`config.mk`:
```
export PLATFORM = sky130hd
export DESIGN_NAME = opc_output_port
export DESIGN_NICKNAME = d
export VERILOG_FILES = /design/src/hw/opc_pkg.sv /design/src/hw/opc_edge_divider.sv /design/src/hw/opc_output_port.sv
export SDC_FILE = /design/constraint.sdc
export NUM_CORES = 1
export LEC_CHECK = 0
export BUFFER_PORTS_ARGS = -buffer_cell sky130_fd_sc_hd__buf_2
export CAP_MARGIN = 15
export CORE_MARGIN = 4
export CORE_UTILIZATION = 50
export DETAILED_ROUTE_END_ITERATION = 10
export HOLD_SLACK_MARGIN = 0.06
export PLACE_DENSITY = 0.73
export SLEW_MARGIN = 20
export SYNTH_ARGS = -nofsm -noshare
export SYNTH_HDL_FRONTEND = slang
export SYNTH_SLANG_ARGS = --single-unit
```
`constraint.sdc`:
```
create_clock -name sys_clk -period 2.5 [get_ports sys_clk]
set_clock_uncertainty 0.15 [all_clocks]
set_input_delay 0.5 -clock sys_clk [delete_from_list [all_inputs] [get_ports sys_clk]]
set_output_delay 0.5 -clock sys_clk [all_outputs]
set_load 0.03 [all_outputs]
```
`src/hw/opc_pkg.sv`:
```
/*
 * Constants for the four-bit output port with special clock outputs:
 * register addresses, field positions, reset values, frequency codes
 * and divider ratios.
 * Assumes a 16-bit register address and 4-bit register data.
 */
`default_nettype none

package opc_pkg;

    // =========================================================
    // Register addresses
    localparam logic [15:0] OPC_ADDR_CLK_KEY = 16'hFF06;
    localparam logic [15:0] OPC_ADDR_HIZ = 16'hFF30;
    localparam logic [15:0] OPC_ADDR_DATA = 16'hFF31;
    localparam logic [15:0] OPC_ADDR_TMR = 16'hFFC1;

    // =========================================================
    // Field positions
    localparam int OPC_FREQ_LO_BIT = 0;
    localparam int OPC_FREQ_HI_BIT = 1;
    localparam int OPC_SWAP_BIT = 2;
    localparam int OPC_FCLK_EN_BIT = 3;
    localparam int OPC_TMR_ON_BIT = 0;
    localparam int OPC_TMR_SRC_BIT = 1;
    localparam int OPC_TERM_TMR = 2;
    localparam int OPC_TERM_FCLK = 3;

    // =========================================================
    // Reset values
    localparam logic [3:0] OPC_RST_HIZ = 4'h0;
    localparam logic [3:0] OPC_RST_DATA = 4'h0;
    localparam logic [1:0] OPC_RST_FREQ = 2'h0;
    localparam logic OPC_RST_BIT = 1'h0;

    // =========================================================
    // Frequency select codes and divider ratios
    localparam logic [1:0] OPC_FREQ_FAST = 2'h3;
    localparam logic [1:0] OPC_FREQ_SLOW = 2'h2;
    localparam logic [1:0] OPC_FREQ_DIV_A = 2'h1;
    localparam logic [1:0] OPC_FREQ_DIV_B = 2'h0;
    localparam int OPC_DIV_A = 8;
    localparam int OPC_DIV_B = 64;

endpackage

`default_nettype wire

```
`src/hw/opc_edge_divider.sv`:
```
/*
 * Divides a slow clock, sampled as a level on sys_clk, by an even ratio.
 * Assumes the slow clock is synchronous to sys_clk and much slower than it.
 */
`timescale 1ns/10ps
`default_nettype none

module opc_edge_divider
    import opc_pkg::*;
#(
    parameter int DIV = OPC_DIV_A
)
(
    input wire logic sys_clk,
    input wire logic rst,
    input wire logic srcClk,
    output logic divClk
);

    localparam int HALF = DIV / 2;
    localparam int CW = (HALF > 1) ? $clog2(HALF) : 1;
    localparam logic [CW-1:0] LAST = CW'(HALF - 1);

    typedef struct packed {
        logic srcPrev;
        logic [CW-1:0] count;
        logic out;
    } opc_div_s;

    opc_div_s state_ff;
    opc_div_s nxt_state;

    // =========================================================
    // Count rising edges, toggle the output every half period
    always_comb
    begin
        nxt_state = state_ff;
        nxt_state.srcPrev = srcClk;
        if (srcClk && !state_ff.srcPrev)
        begin
            if (state_ff.count == LAST)
            begin
                nxt_state.count = '0;
                nxt_state.out = !state_ff.out;
            end
            else
            begin
                nxt_state.count = state_ff.count + CW'(1);
            end
        end
    end

    // Counter cleared at reset so the divided phase is repeatable
    always_ff @(posedge sys_clk)
    begin
        if (rst)
        begin
            state_ff <= '0;
        end
        else
        begin
            state_ff <= nxt_state;
        end
    end

    assign divClk = state_ff.out;

endmodule

`default_nettype wire

```
`src/hw/opc_output_port.sv`:
```
/*
 * Four-bit output port with per-bit high-impedance control, a timer
 * clock output on terminal 2 and an oscillator clock output on terminal 3,
 * plus the stopwatch key swap bit that shares a register.
 * Terminals 0 and 1 are plain outputs. Terminal 2 can carry the selected
 * timer clock and terminal 3 the selected oscillator clock; in both cases
 * the data bit must be 1 and the float bit 0 for the clock to show.
 * Every terminal output, enable and key output comes from a flip-flop, so
 * a register write reaches the pins two edges after its strobe.
 * Registers are four bits wide; bits that are not stored read as zero.
 * Assumes a simple register port (read data one cycle after the read
 * strobe), and that the oscillator and timer clocks arrive as levels
 * synchronous to sys_clk and well below its rate.
 * A source faster than half of sys_clk aliases on the terminal; the
 * block does not detect this.
 * The slow clock dividers start from a known phase at reset only.
 */
`timescale 1ns/10ps
`default_nettype none

module opc_output_port
    import opc_pkg::*;
#(
    parameter int DIV_A = OPC_DIV_A,
    parameter int DIV_B = OPC_DIV_B
)
(
    input wire logic sys_clk,
    input wire logic rst,
    input wire logic [15:0] regAddr,
    input wire logic [3:0] regWrData,
    input wire logic regWr,
    input wire logic regRd,
    output logic [3:0] regRdData,
    input wire logic slowOscClk,
    input wire logic fastOscClk,
    input wire logic timer0Clk,
    input wire logic timer1Clk,
    input wire logic keyIn0,
    input wire logic keyIn1,
    output logic [3:0] portOut,
    output logic [3:0] portOe,
    output logic runStopKey,
    output logic lapKey
);

    // =========================================================
    // Block state, one packed struct
    typedef struct packed {
        // Software-visible registers
        logic [3:0] hiz;
        logic [3:0] data;
        logic fclkEn;
        logic keySwap;
        logic [1:0] freqSel;
        logic tmrOn;
        logic tmrSrc;
        // Read port, zero outside the cycle after a read
        logic [3:0] rdData;
        // Registered terminal and key outputs
        logic [3:0] pinOut;
        logic [3:0] pinOe;
        logic runStop;
        logic lap;
    } opc_state_s;

    opc_state_s state_ff;
    opc_state_s nxt_state;

    // Divided slow clocks
    logic slowDivA;
    logic slowDivB;

    // Selected special clocks, before the data-bit gate
    logic oscClkOut;
    logic timerClkOut;

    // Terminal levels before the float mask
    logic [3:0] pinLevel;

    // =========================================================
    // Slow clock dividers
    // Both count rising edges of the slow clock as seen on sys_clk, so
    // each adds one edge of delay; they run whether or not they are
    // selected, which keeps the switchover free of a restart delay
    // Division ratios are module parameters; both must be even
    opc_edge_divider #(
        .DIV(DIV_A)
    ) divA (
        .sys_clk(sys_clk),
        .rst(rst),
        .srcClk(slowOscClk),
        .divClk(slowDivA)
    );

    // Second divider for the slowest frequency choice
    opc_edge_divider #(
        .DIV(DIV_B)
    ) divB (
        .sys_clk(sys_clk),
        .rst(rst),
        .srcClk(slowOscClk),
        .divClk(slowDivB)
    );

    // =========================================================
    // Clock source selection
    // Plain muxes: switching source or enable may cut a pulse short,
    // which is accepted; no glitch-free switchover is attempted
    // The fast source is passed as sampled; software starts it first
    // The default arm cannot be reached with a two-bit select
    always_comb
    begin
        case (state_ff.freqSel)
            OPC_FREQ_FAST: oscClkOut = fastOscClk;
            OPC_FREQ_SLOW: oscClkOut = slowOscClk;
            OPC_FREQ_DIV_A: oscClkOut = slowDivA;
            OPC_FREQ_DIV_B: oscClkOut = slowDivB;
            default: oscClkOut = 1'h0;
        endcase
    end

    // Timer clock comes straight from the programmable timer inputs
    // The source bit may change while the timer runs; a cut pulse
    // can then reach terminal 2, as with the on/off switch
    assign timerClkOut = state_ff.tmrSrc ? timer1Clk : timer0Clk;

    // =========================================================
    // Terminal levels
    // Terminals 0 and 1 are plain; 2 and 3 gate their special clock
    // behind the data bit, so a data 0 always wins and drives low
    // The float mask is applied later, at the register input, so that
    // a floating terminal reports zero whatever its level would be
    always_comb
    begin
        pinLevel = state_ff.data;
        // Terminal 2: timer clock path
        if (state_ff.data[OPC_TERM_TMR])
        begin
            // Timer output off leaves the terminal high
            pinLevel[OPC_TERM_TMR] = state_ff.tmrOn ? timerClkOut : 1'h1;
        end
        else
        begin
            pinLevel[OPC_TERM_TMR] = 1'h0;
        end
        // Terminal 3: oscillator clock path
        if (state_ff.data[OPC_TERM_FCLK])
        begin
            // Oscillator output off drives the terminal low
            pinLevel[OPC_TERM_FCLK] = state_ff.fclkEn ? oscClkOut : 1'h0;
        end
        else
        begin
            pinLevel[OPC_TERM_FCLK] = 1'h0;
        end
    end

    // =========================================================
    // Register writes, read data, pin and key registers
    // Register map, four data bits each:
    //   clock out and key swap: [0] freq lo, [1] freq hi, [2] key swap,
    //     [3] oscillator clock enable
    //   float control: one bit per terminal, 1 floats it
    //   port data: one bit per terminal
    //   timer out control: [0] timer clock on, [1] timer source,
    //     [3:2] not stored, read as zero
    // The bus never waits, and a read answers in the next cycle only
    always_comb
    begin
        // Hold everything by default; read data fall back to zero
        nxt_state = state_ff;
        nxt_state.rdData = 4'h0;

        // Register writes
        // Only the addressed fields change; a write never touches the
        // read port, so a read may follow a write with no gap
        if (regWr)
        begin
            case (regAddr)
                // Frequency select, key swap and oscillator clock enable
                OPC_ADDR_CLK_KEY:
                begin
                    nxt_state.freqSel[0] = regWrData[OPC_FREQ_LO_BIT];
                    nxt_state.freqSel[1] = regWrData[OPC_FREQ_HI_BIT];
                    nxt_state.keySwap = regWrData[OPC_SWAP_BIT];
                    nxt_state.fclkEn = regWrData[OPC_FCLK_EN_BIT];
                end
                // Float bits, one per terminal
                OPC_ADDR_HIZ:
                begin
                    nxt_state.hiz = regWrData;
                end
                // Terminal data bits
                OPC_ADDR_DATA:
                begin
                    nxt_state.data = regWrData;
                end
                // Timer clock enable and source; upper bits are dropped
                OPC_ADDR_TMR:
                begin
                    nxt_state.tmrOn = regWrData[OPC_TMR_ON_BIT];
                    nxt_state.tmrSrc = regWrData[OPC_TMR_SRC_BIT];
                end
                default:
                begin
                    nxt_state.hiz = state_ff.hiz; // Unmapped writes ignored
                end
            endcase
        end

        // Register reads; unmapped addresses return zero
        // Read data come from the registers as they stand at the read
        // edge, so a read right after a write already sees the new value
        if (regRd)
        begin
            case (regAddr)
                // Fields reassembled at their bit positions
                OPC_ADDR_CLK_KEY:
                begin
                    nxt_state.rdData[OPC_FREQ_LO_BIT] = state_ff.freqSel[0];
                    nxt_state.rdData[OPC_FREQ_HI_BIT] = state_ff.freqSel[1];
                    nxt_state.rdData[OPC_SWAP_BIT] = state_ff.keySwap;
                    nxt_state.rdData[OPC_FCLK_EN_BIT] = state_ff.fclkEn;
                end
                // Float bits read back as written
                OPC_ADDR_HIZ:
                begin
                    nxt_state.rdData = state_ff.hiz;
                end
                // Data bits read back, not the terminal levels
                OPC_ADDR_DATA:
                begin
                    nxt_state.rdData = state_ff.data;
                end
                OPC_ADDR_TMR:
                begin
                    // Bits 3:2 stay at their zero default
                    nxt_state.rdData[OPC_TMR_ON_BIT] = state_ff.tmrOn;
                    nxt_state.rdData[OPC_TMR_SRC_BIT] = state_ff.tmrSrc;
                end
                default:
                begin
                    nxt_state.rdData = 4'h0;
                end
            endcase
        end

        // Pins registered; high-impedance overrides even special output
        // The register adds one edge of delay but keeps mux glitches
        // off the terminals
        nxt_state.pinOut = pinLevel & ~state_ff.hiz;
        nxt_state.pinOe = ~state_ff.hiz;

        // Stopwatch key assignment
        // Swap 0 keeps key 0 on run/stop; keys reach the stopwatch one edge late
        nxt_state.runStop = state_ff.keySwap ? keyIn1 : keyIn0;
        nxt_state.lap = state_ff.keySwap ? keyIn0 : keyIn1;
    end

    // =========================================================
    // State register
    // After reset every terminal drives low: data 0, not floating
    // Reset is synchronous, so it must be held over at least one edge
    always_ff @(posedge sys_clk)
    begin
        if (rst)
        begin
            // Software-visible registers
            state_ff.hiz <= OPC_RST_HIZ;
            state_ff.data <= OPC_RST_DATA;
            state_ff.fclkEn <= OPC_RST_BIT;
            state_ff.keySwap <= OPC_RST_BIT;
            state_ff.freqSel <= OPC_RST_FREQ;
            state_ff.tmrOn <= OPC_RST_BIT;
            state_ff.tmrSrc <= OPC_RST_BIT;
            // Read port idle
            state_ff.rdData <= 4'h0;
            // Terminals driven low at once, not one edge later
            state_ff.pinOut <= 4'h0;
            state_ff.pinOe <= 4'hF;
            // Keys released
            state_ff.runStop <= 1'h0;
            state_ff.lap <= 1'h0;
        end
        // Otherwise take the next state whole
        else
        begin
            state_ff <= nxt_state;
        end
    end

    // =========================================================
    // Outputs
    // Every output is a flip-flop of the state register
    assign regRdData = state_ff.rdData;
    assign portOut = state_ff.pinOut;
    assign portOe = state_ff.pinOe;
    assign runStopKey = state_ff.runStop;
    assign lapKey = state_ff.lap;

endmodule

`default_nettype wire

```
# == Yosys cells after proc, flatten, opt, wreduce, memory -nomap -nowiden ==
# Index checks and enable logic that the tools add are counted.
# totals
output_inout_bits,14
inputBits,30
reg_bits,38
word_cells,55
# op_classes
reduce_logical,12
muxes,12
n_addsub,2
n_bitwise,3
eq_ne,9
# op_table
operator,count
== test 16 bit (second input constant),4
AND reduction 2 bit,6
case mux 2 bit (4 select lines),1
2-to-1 mux 1 bit,7
== test 2 bit (second input constant),3
case mux 2 bit (3 select lines),1
adder 5 x 1 -> 5 bit (second input constant),1
== test 5 bit (second input constant),1
2-to-1 mux 5 bit,1
bitwise AND 4 bit,1
NOT 4 bit,1
case mux 1 bit (4 select lines),1
zero test 1 bit,3
adder 2 x 1 -> 2 bit (second input constant),1
== test 2 x 1 -> 1 bit (second input constant),1
zero test 2 bit,1
2-to-1 mux 2 bit,1
OR reduction 2 bit,1
logical AND 1 bit,1
NOT 1 bit,1

# == Depth between registers and ports, before layout ==
# Gate-level depths: netlist (run 1).
# logic_depth
ltp_word,5
ltp_mapped,6
depth_no_buf,6

# == Hierarchy ==
# Synthesis (run 1) repeated with hierarchy kept, for this count alone.
# hier_totals
hier_cells,190
hier_area_um2,1860.5
# modules_own_cells
mod,instances,seq_area_each_um2,cells_each,area_each_um2
opc_output_port,1,560.5,143,1385.1
opc_edge_divider (divB),1,140.1,32,311.5
opc_edge_divider (divA),1,80.1,15,163.9

# == Least setup slack after synthesis (run 1) ==
# OpenSTA, ideal clock, no wires.
# synth_timing
path_type,in2reg
start,input port regAddr[1]
end,register state_ff[24] (netlist name)
setup_slack_ps,840
stages,6
arrival_time_ps,1439
setup_time_ps,72
required_time_ps,2278
path_cell_list,nor4_1 > and3_1 > buf_6 > and3b_1 > buf_6 > mux2i_1
# synth_between
elab_chain_len,2
# synth_lines
item,line,rtl
from (decl),opc_output_port.sv:30,"input wire logic [15:0] regAddr,"
== test 16 bit,opc_output_port.sv:180,case (regAddr)
AND reduction 2 bit (no line),-,
to (signal assigned),opc_output_port.sv:289,state_ff <= nxt_state;
to (decl),opc_output_port.sv:67,opc_state_s state_ff;
# No other way between the ends.
# A chain may end at the register's enable or synchronous reset.

# == Worst setup path after layout (run 1) ==
# layout_timing
start,register divB.state_ff[1] (netlist name)
end,register divB.state_ff[4] (netlist name)
# layout_between
elab_chain_len,2
elab_cells_between_ends,3
cone_classes,add/sub (1); eq/ne (1); mux (1)
# layout_lines
item,line,rtl
from (decl),opc_edge_divider.sv:30,opc_div_s state_ff;
from (signal assigned),opc_edge_divider.sv:62,state_ff <= nxt_state;
adder 5 x 1 -> 5 bit / == test 5 bit (equally long branches),"opc_edge_divider.sv:48, opc_edge_divider.sv:41",
2-to-1 mux 5 bit *,opc_edge_divider.sv:41,if (state_ff.count == LAST)
# Mark *: on every way between the ends. The rest lies on a longest branch, timed or not.

==> out/metrics.yaml, run 1 <==
finish:
  diodes: 0
  final_core_util_pct: 59.6
  multi_input_area_um2: 777
  fillers: 287
  fin_nets: 231
  area_growth_pct: 11.3
  final_area_um2: 1860
  regArea_um2: 761
  layout-drive-gt1-share_pct: 28.9
  final_cells: 241
timing:
  tightest_slew_ns: 0.497
  slew_viol_final: 0
  slew_headroom_pct: 66.8
  fin_crit_sh_pct: 69.0
  tns_ns: 0
  setup_violations: 0
  max_freq_mhz: 579
  final_hold_viol_count: 0
  finalCriticalPeriod_ns: 1.73
  whs_ns: 0.263
  rsz0062_at_grt: "false"
logic_synthesis:
  synth_top_area_share_pct: 45.4
  synth_flop_cell: "dfxtp_1"
  synthesis.area_um2: 1670
  synth-warning-count: 0
  ys_seq_area_share_pct: 45.4
  async_flop_share_pct: 0
  synth_cell_types: 33
  synth_most_common_cell: "dfxtp_1"
  synth_fp_nets: 200
  synth_cells: 167
  yosysTopAreaCell: "dfxtp_1"
  synth_edf_count: 0
  synth.avg_cell_area_um2: 10.0
  synth_common_cells: "dfxtp_1 (38), nand2b_1 (19), mux2i_1 (17)"
  ys_top_cells_by_area: "dfxtp_1 (45%), mux2i_1 (10%), nand2b_1 (7.1%)"
  synth_seq_cells: 38
detailed_routing:
  wl_mm: 3.26
  first_pass_iters: 4
  drt_iter0_drc: 42
  post_drt_wl_per_cell_um: 13.5
  viasPerCell: 5.19
  ant_nets: 0
  vias: 1250
  drt_drc_violations_left: 0
setup_path:
  slowest_delay_ns: 0.36
  criticalPathCategory: "reg -> reg"
  cpMostUsedCell: "ha_1"
  worstPathArrival_ns: 1.84
  worstPathRequired_ns: 2.61
  startpoint_type: "register"
  ff2ff_path_depth: 6
  rr_endpoint: "divB.state_ff[4]$_SDFFE_PP0P_"
  critical_path.max_fanout: 6
  cpMaxStageDelayCell: "dfxtp_1"
  path_cells: "ha_1 > and3_1 > ha_1 > nor3_1 > nand4_1 > a21oi_1"
  r2r-start: "divB.state_ff[1]$_SDFFE_PP0P_"
  r2r_slack_ns: 0.77
  setup.worst_path.end_class: "register"
job:
  maxCapViolCount: 0
status:
  status: "finished clean"
place:
  place.gp.congestion: 0.759
  post-dp-hpwl_mm: 2.49
  dp.cells: 235
  io_buffer_count: 43
  placed_area_um2: 1810
grt:
  grt_pass1_wl_mm: 5.72
  grt_pass1_vias: 1273
  grt_max_degree: 34
  grt_use_met1_pct: 20.1
  grt.busiest_layer: "met2"
  grt_use_met2_pct: 30.4
  track_usage_pct: 17.4
  grtUsageMet3_pct: 4.76
  grt_antenna_before_repair: 0
  grt_overflow: 0
clock_network:
  clk_latency_ns: 0.33
  hold_buffers: 0
  cts-buffers-inserted: 5
  cts_tree: "done"
  clock-sinks: 38
  cts_root_buf: "clkbuf_4"
  cts_resized: 0
  cts_htree_levels: 2
  cts_setup_buffers: 0
  clockBufferDepth: 2
  clkTransAtPathRegs_ns: 0.10
floorplanning:
  dieArea_um2: 4340
  die_w_um: 65.9
  ios: 44
  rows: 20
  core_area_um2: 3130
  die_h_um: 65.9
  initial_core_util_pct: 53.5
hold_path:
  hold_path_end: "lapKey$_SDFF_PP0_"
  hp-class: "in -> reg"
  hold_path_depth: 3
  worstHoldStart: "keyIn1"
power:
  p_leak_nw: 0.818
  p_per_area_nw_per_um2: 536
  peakVddDrop_mv: 0.277
area by class of cell:
| cell class | instances | area share, % |
|---|---|---|
| inverters | 1 | 0.201 |
| well taps | 44 | 2.95 |
| multi-input cells | 109 | 41.7 |
| flip-flops and latches | 38 | 40.8 |
| repair buffers | 43 | 11.6 |
| clock buffers | 6 | 2.75 |
how the worst max path moves through the flow:
stage | from | end | slack [ns] | depth (start not counted)
after floorplan | regAddr[1] | state_ff[24]$_SDFFE_PP0P_ | 0.84 | 6
after global placement | regAddr[1] | state_ff[25]$_SDFFE_PP0P_ | 0.62 | 5
after detailed placement | regAddr[1] | state_ff[25]$_SDFFE_PP0P_ | 0.52 | 5
after CTS | divB.state_ff[1]$_SDFFE_PP0P_ | divB.state_ff[4]$_SDFFE_PP0P_ | 0.77 | 6
after global routing | divB.state_ff[1]$_SDFFE_PP0P_ | divB.state_ff[4]$_SDFFE_PP0P_ | 0.58 | 6
final | divB.state_ff[1]$_SDFFE_PP0P_ | divB.state_ff[4]$_SDFFE_PP0P_ | 0.77 | 6
logic make-up after synthesis:
family	synth area share [%]
simple gates	23.0
buf+inv	8.15
xor+xnor	1.05
fa+ha+maj	2.24
mux	14.2
compound gates	5.90
flops	45.4
flip-flops by register name, indices dropped and copies added, names as in the netlist:
signal         flops
divA.divClk        1
divB.divClk        1
regRdData          4
pinLevel           2
runStopKey         1
divB.state_ff      5
portOut            4
lapKey             1
state_ff          12
divA.state_ff      3
portOe             4
cell usage in the layout, fill, tap and decap left out, types with 3 or more instances in the layout:
| master | instances |
|---|---|
| clkbuf_4 | 5 |
| ha_1 | 3 |
| nor2_1 | 9 |
| nor4_1 | 3 |
| nand2b_1 | 19 |
| a22oi_1 | 4 |
| a21oi_1 | 9 |
| dfxtp_1 | 38 |
| buf_2 | 43 |
| mux2_2 | 4 |
| nor3_1 | 3 |
| mux2i_1 | 17 |
| nand2_1 | 13 |
metrics by stage:
step                      power, mW  worst slack, ns
after floorplan               0.670            0.840
after global placement        0.700            0.621
after detailed placement      0.705            0.522
after CTS                      1.01            0.774
after global routing           1.04            0.583
final                         0.999            0.774
critical path, delay by kind of cell (launching register included):
kind	cells	cell delay, ns
compound gates	1	0.16
fa+ha+maj	2	0.49
simple gates	3	0.50
flops	1	0.36
metal layers:
| layer | vias to the layer above | part of all wire, % |
|---|---|---|
| met1 | 577 | 44 |
| li1 | 633 | - |
| met4 | 0 | 1.7 |
| met3 | 5 | 5.5 |
| met2 | 35 | 49 |
| met5 | - | 0 |
power by group:
group / total (mW) / internal (mW) / switching, mW
Combinational: 0.0733 / 0.0337 / 0.0396
Clock: 0.309 / 0.127 / 0.182
Sequential: 0.617 / 0.612 / 0.00505
Power figures use the tool's default switching activity.
==> run 2, diff against run 1 <==
ABC_AREA = 1   (was default)
PLACE_DENSITY = 0.72   (was 0.73)
clock period = 1.6 ns   (was 2.5 ns; I/O delays follow)
==> out/metrics.yaml, run 2 <==
status:
  status: "finished clean"
clock_network:
  cts_root_buf: "clkbuf_8"
  clkTransAtPathRegs_ns: 0.07
  cts_tree: "done"
  clk_latency_ns: 0.29
  cts_htree_levels: 2
  clockBufferDepth: 2
  clock-sinks: 38
  cts-buffers-inserted: 5
  cts_setup_buffers: 0
logic_synthesis:
  synth_top_area_share_pct: 41.3
  ys_seq_area_share_pct: 41.3
  synth_cells: 246
  synth_seq_cells: 38
  synth_cell_types: 32
  yosysTopAreaCell: "dfxtp_1"
  synth_common_cells: "nor2_1 (45), nand2_1 (42), dfxtp_1 (38)"
  synth-warning-count: 0
  async_flop_share_pct: 0
  synth_edf_count: 0
  synth_most_common_cell: "nor2_1"
  synth.avg_cell_area_um2: 7.48
  synth_flop_cell: "dfxtp_1"
  ys_top_cells_by_area: "dfxtp_1 (41%), nor2_1 (9.2%), nand2_1 (8.6%)"
  synthesis.area_um2: 1840
  synth_fp_nets: 279
finish:
  layout_common_cells: "nor2_1 (45), buf_2 (43), nand2_1 (42), dfxtp_1 (37), inv_1 (22)"
  largest_register_ffs: 12
  layout-drive-gt1-share_pct: 28.0
  diodes: 0
  final_area_um2: 2190
  layout_commonest_cell: "nor2_1"
  fin_nets: 318
  top_regs: "state_ff (12), divB.state_ff (5)"
  area_growth_pct: 18.8
  largest_register: "state_ff"
floorplanning:
  die_w_um: 68.7
  die_h_um: 68.7
  core_area_um2: 3440
  initial_core_util_pct: 53.5
  rows: 21
  ios: 44
  dieArea_um2: 4720
grt:
  grt_antenna_before_repair: 0
  grt_max_degree: 19
  grt_pass1_wl_mm: 6.29
  grt_overflow: 0
  grt_pass1_vias: 1432
  track_usage_pct: 18.4
timing:
  rsz0062_at_grt: "false"
  tightest_slew_ns: 0.536
  tns_ns: 0
  setup_violations: 0
  slew_viol_final: 0
  finalCriticalPeriod_ns: 1.45
  final_hold_viol_count: 0
  fin_crit_sh_pct: 90.7
  max_freq_mhz: 689
  slew_headroom_pct: 63.3
detailed_routing:
  vias: 1598
  viasPerCell: 4.81
  wl_mm: 3.72
  drt_drc_violations_left: 0
  post_drt_wl_per_cell_um: 11.2
  ant_nets: 0
  drt_iter0_drc: 67
  first_pass_iters: 4
place:
  io_buffer_count: 43
  place.gp.congestion: 0.818
  placed_area_um2: 2040
  post-dp-hpwl_mm: 2.92
power:
  intPower_mw: 1.69
  switchingPower_mw: 0.426
  p_clk_share_pct: 46.8
  power_frac_comb_pct: 7.2
  seq_power_share_pct: 45.9
  p_per_area_nw_per_um2: 967
  p_leak_nw: 1.05
  peakVddDrop_mv: 0.634
  switching_share_pct: 20.2
setup_path:
  worstPathArrival_ns: 1.49
  setup.worst_path.end_class: "register"
  startpoint_type: "register"
  worstPathRequired_ns: 1.64
  critical_path.max_fanout: 3
  criticalPathCategory: "reg -> reg"
hold_path:
  hp-class: "in -> reg"
job:
  maxCapViolCount: 0
## run 2: worst paths after layout
path,from,to,slack (ns),cells past startpoint
setup / recovery,divB.state_ff[2]$_SDFFE_PP0P_,divB.state_ff[3]$_SDFFE_PP0P_,0.15,7
hold / removal,keyIn1,runStopKey$_SDFF_PP0_,0.11,3
setup reg to reg,divB.state_ff[2]$_SDFFE_PP0P_,divB.state_ff[3]$_SDFFE_PP0P_,0.15,7
hold reg to reg,state_ff[27]$_SDFFE_PP0P_,portOe[3]$_SDFF_PP1_,0.28,1
## run 2: cells by family after synthesis
family | Yosys count | share of synthesized area (%)
AND/OR/NAND/NOR | 130 | 35.1
AO/OA/AOI/OAI | 29 | 8.36
flip-flops | 38 | 41.3
XOR/XNOR | 3 | 1.43
buffers and inverters | 43 | 11.7
adder cells (fa/ha/maj) | 3 | 2.04
## run 2: timing repair
item                                    CTS  global route
endpoints found under the setup margin    0             1
gates resized for setup                   0             2
hold buffers                              0             0
## run 2: stage by stage
stage / util (%) / hold slack [ns] / setup WS (ns) / power (mW) / cells
2_1_floorplan: - / 0.239 / 0.251 / 1.07 / 246
3_3_place_gp: 59.4 / 0.264 / 0.0863 / 1.14 / 324
3_5_place_dp: 59.4 / 0.265 / 0.0750 / 1.15 / 324
4_1_cts: 63.5 / 0.112 / 0.115 / 2.13 / 332
5_1_grt: 63.5 / 0.124 / 0.0384 / 2.19 / 332
6_report: 63.5 / 0.113 / 0.149 / 2.12 / 332
## run 2: power groups by stage
stage	Clock [mW]	Combinational, mW	Sequential [mW]
after floorplan	0	0.0762	0.997
after global placement	0	0.151	0.992
after detailed placement	0	0.154	0.993
after CTS	1.01	0.155	0.971
after global routing	1.04	0.177	0.973
final	0.991	0.153	0.972
## run 2: critical path, cell delays in order (launching register included)
cell,delay (ns)
dfxtp_1,0.36
ha_1,0.18
inv_1,0.05
nor3_1,0.17
ha_1,0.18
nand2_1,0.08
nand2_1,0.12
nor2_1,0.06
## run 2: final cells by class
type,count,area (um^2)
Fill cell,313,1250
Sequential cell,38,762
Inverter,27,108
Timing Repair Buffer,48,253
Clock inverter,2,60.1
Clock buffer,6,82.6
Multi-Input combinational cell,165,865
Tap cell,46,57.6
## run 2: layer usage
metal | global-route usage (%) | wire, um | vias to the layer above | part of all wire (%)
li1 | - | - | 849 | -
met3 | 4.86 | 274 | 8 | 7.4
met2 | 27.3 | 1600 | 46 | 43
met1 | 24.7 | 1780 | 695 | 48
met5 | 0 | 0 | - | 0
met4 | 8.44 | 64 | 0 | 1.7
==> run 3, diff against run 2 <==
RECOVER_POWER = 25   (was default)
==> out/metrics.yaml, run 3 (same netlist as run 2, synthesis figures left out) <==
setup_path:
  ff2ff_path_depth: 7
  worstPathArrival_ns: 1.49
  r2r-start: "divB.state_ff[2]$_SDFFE_PP0P_"
  criticalPathCategory: "reg -> reg"
  r2r_slack_ns: 0.15
  rr_endpoint: "divB.state_ff[3]$_SDFFE_PP0P_"
  critical_path.max_fanout: 3
  worstPathRequired_ns: 1.64
  startpoint_type: "register"
  cpMaxStageDelayCell: "dfxtp_1"
  slowest_delay_ns: 0.36
  path_cells: "ha_1 > inv_1 > nor3_1 > ha_1 > nand2_1 > nand2_1 > nor2_1"
  setup.worst_path.end_class: "register"
  crit_family: "simple AND/OR/NAND/NOR gates"
  crit_buf_inv: 1
finish:
  largest_register: "state_ff"
  largest_register_ffs: 12
  layout-drive-gt1-share_pct: 27.6
  diodes: 0
  layout_common_cells: "nor2_1 (45), nand2_1 (42), buf_2 (42), dfxtp_1 (37), inv_1 (22)"
  fin_nets: 318
  layout_commonest_cell: "nor2_1"
  fillers: 315
  regArea_um2: 762
  area_growth_pct: 18.6
  top_regs: "state_ff (12), divB.state_ff (5)"
  multi_input_area_um2: 865
clock_network:
  clkTransAtPathRegs_ns: 0.07
  cts_tree: "done"
  clockBufferDepth: 2
  clk_latency_ns: 0.29
  clock-sinks: 38
  cts_root_buf: "clkbuf_8"
  cts-buffers-inserted: 5
  hold_buffers: 0
  cts_htree_levels: 2
floorplanning:
  die_h_um: 68.7
  initial_core_util_pct: 53.5
  dieArea_um2: 4720
  rows: 21
  core_area_um2: 3440
  die_w_um: 68.7
  ios: 44
place:
  post-dp-hpwl_mm: 2.92
  io_buffer_count: 43
  place.gp.congestion: 0.818
hold_path:
  hold_path_depth: 3
  hp-class: "in -> reg"
  hold_path_end: "runStopKey$_SDFF_PP0_"
  worstHoldStart: "keyIn1"
detailed_routing:
  drt_iter0_drc: 81
  vias: 1596
  viasPerCell: 4.81
  drt_drc_violations_left: 0
  first_pass_iters: 4
  ant_nets: 0
  wl_mm: 3.72
  post_drt_wl_per_cell_um: 11.2
timing:
  tns_ns: 0
  fin_crit_sh_pct: 90.7
  finalCriticalPeriod_ns: 1.45
  slew_viol_final: 0
  tightest_slew_ns: 0.536
  whs_ns: 0.113
  final_hold_viol_count: 0
  slew_headroom_pct: 63.4
  rsz0062_at_grt: "false"
  max_freq_mhz: 689
  setup_violations: 0
power:
  peakVddDrop_mv: 0.634
  p_per_area_nw_per_um2: 969
  p_leak_nw: 1.05
grt:
  grt_pass1_wl_mm: 6.29
  grt_pass1_vias: 1432
  grt_overflow: 0
  grt_max_degree: 19
  grt_antenna_before_repair: 0
  track_usage_pct: 18.4
job:
  maxCapViolCount: 0
status:
  status: "finished clean"
## run 3: repair_timing
| action | CTS | global route |
|---|---|---|
| gates resized for setup | 0 | 2 |
| buffers inserted | 0 | 0 |
| endpoints found under the setup margin | 0 | 1 |
## run 3: final cells by class
| type | instances | area share [%] |
|---|---|---|
| Clock buffer | 6 | 3.78 |
| Clock inverter | 2 | 2.75 |
| Inverter | 27 | 4.93 |
| Multi-Input combinational cell | 165 | 39.6 |
| Sequential cell | 38 | 34.9 |
| Tap cell | 46 | 2.64 |
| Timing Repair Buffer | 48 | 11.4 |
## run 3: metal layers
layer | share of wire (%) | track usage [%] | wire length, um
met1 | 48 | 24.7 | 1790
met2 | 43 | 27.3 | 1590
met3 | 7.4 | 4.86 | 276
met4 | 1.7 | 8.44 | 64
met5 | 0 | 0 | 0
## run 3: tightest hold or removal path: stages
cell	delay, ns
buf_2	0.09
nor2_1	0.04
nor2_1	0.08
## run 3: power by group
part / switching, mW / internal [mW]
logic: 0.0912 / 0.0610
registers: 0.00940 / 0.962
clock network: 0.327 / 0.665
## run 3: worst max path at each step
stage                                   from                       endpoint  slack (ns)  depth (start not counted)
3_3_place_gp                      regAddr[5]      state_ff[15]$_SDFFE_PP0P_        0.09                          7
6_report       divB.state_ff[2]$_SDFFE_PP0P_  divB.state_ff[3]$_SDFFE_PP0P_        0.15                          7
5_1_grt        divB.state_ff[2]$_SDFFE_PP0P_       divB.divClk$_SDFFE_PP0P_        0.04                          7
3_5_place_dp                      regAddr[2]      state_ff[23]$_SDFFE_PP0P_        0.08                          7
4_1_cts        divB.state_ff[1]$_SDFFE_PP0P_       divB.divClk$_SDFFE_PP0P_        0.11                          7
2_1_floorplan  divB.state_ff[1]$_SDFFE_PP0P_       divB.divClk$_SDFFE_PP0P_        0.25                          7
## run 3: per-stage QoR
step	instances	instance area (um^2)	setup slack (ns)	power, mW	utilization, %
after floorplan	246	1840	0.251	1.07	-
after global placement	324	2040	0.0863	1.14	59.4
after detailed placement	324	2040	0.0750	1.15	59.4
after CTS	332	2190	0.115	2.13	63.5
after global routing	332	2180	0.0381	2.19	63.4
final	332	2180	0.148	2.12	63.4
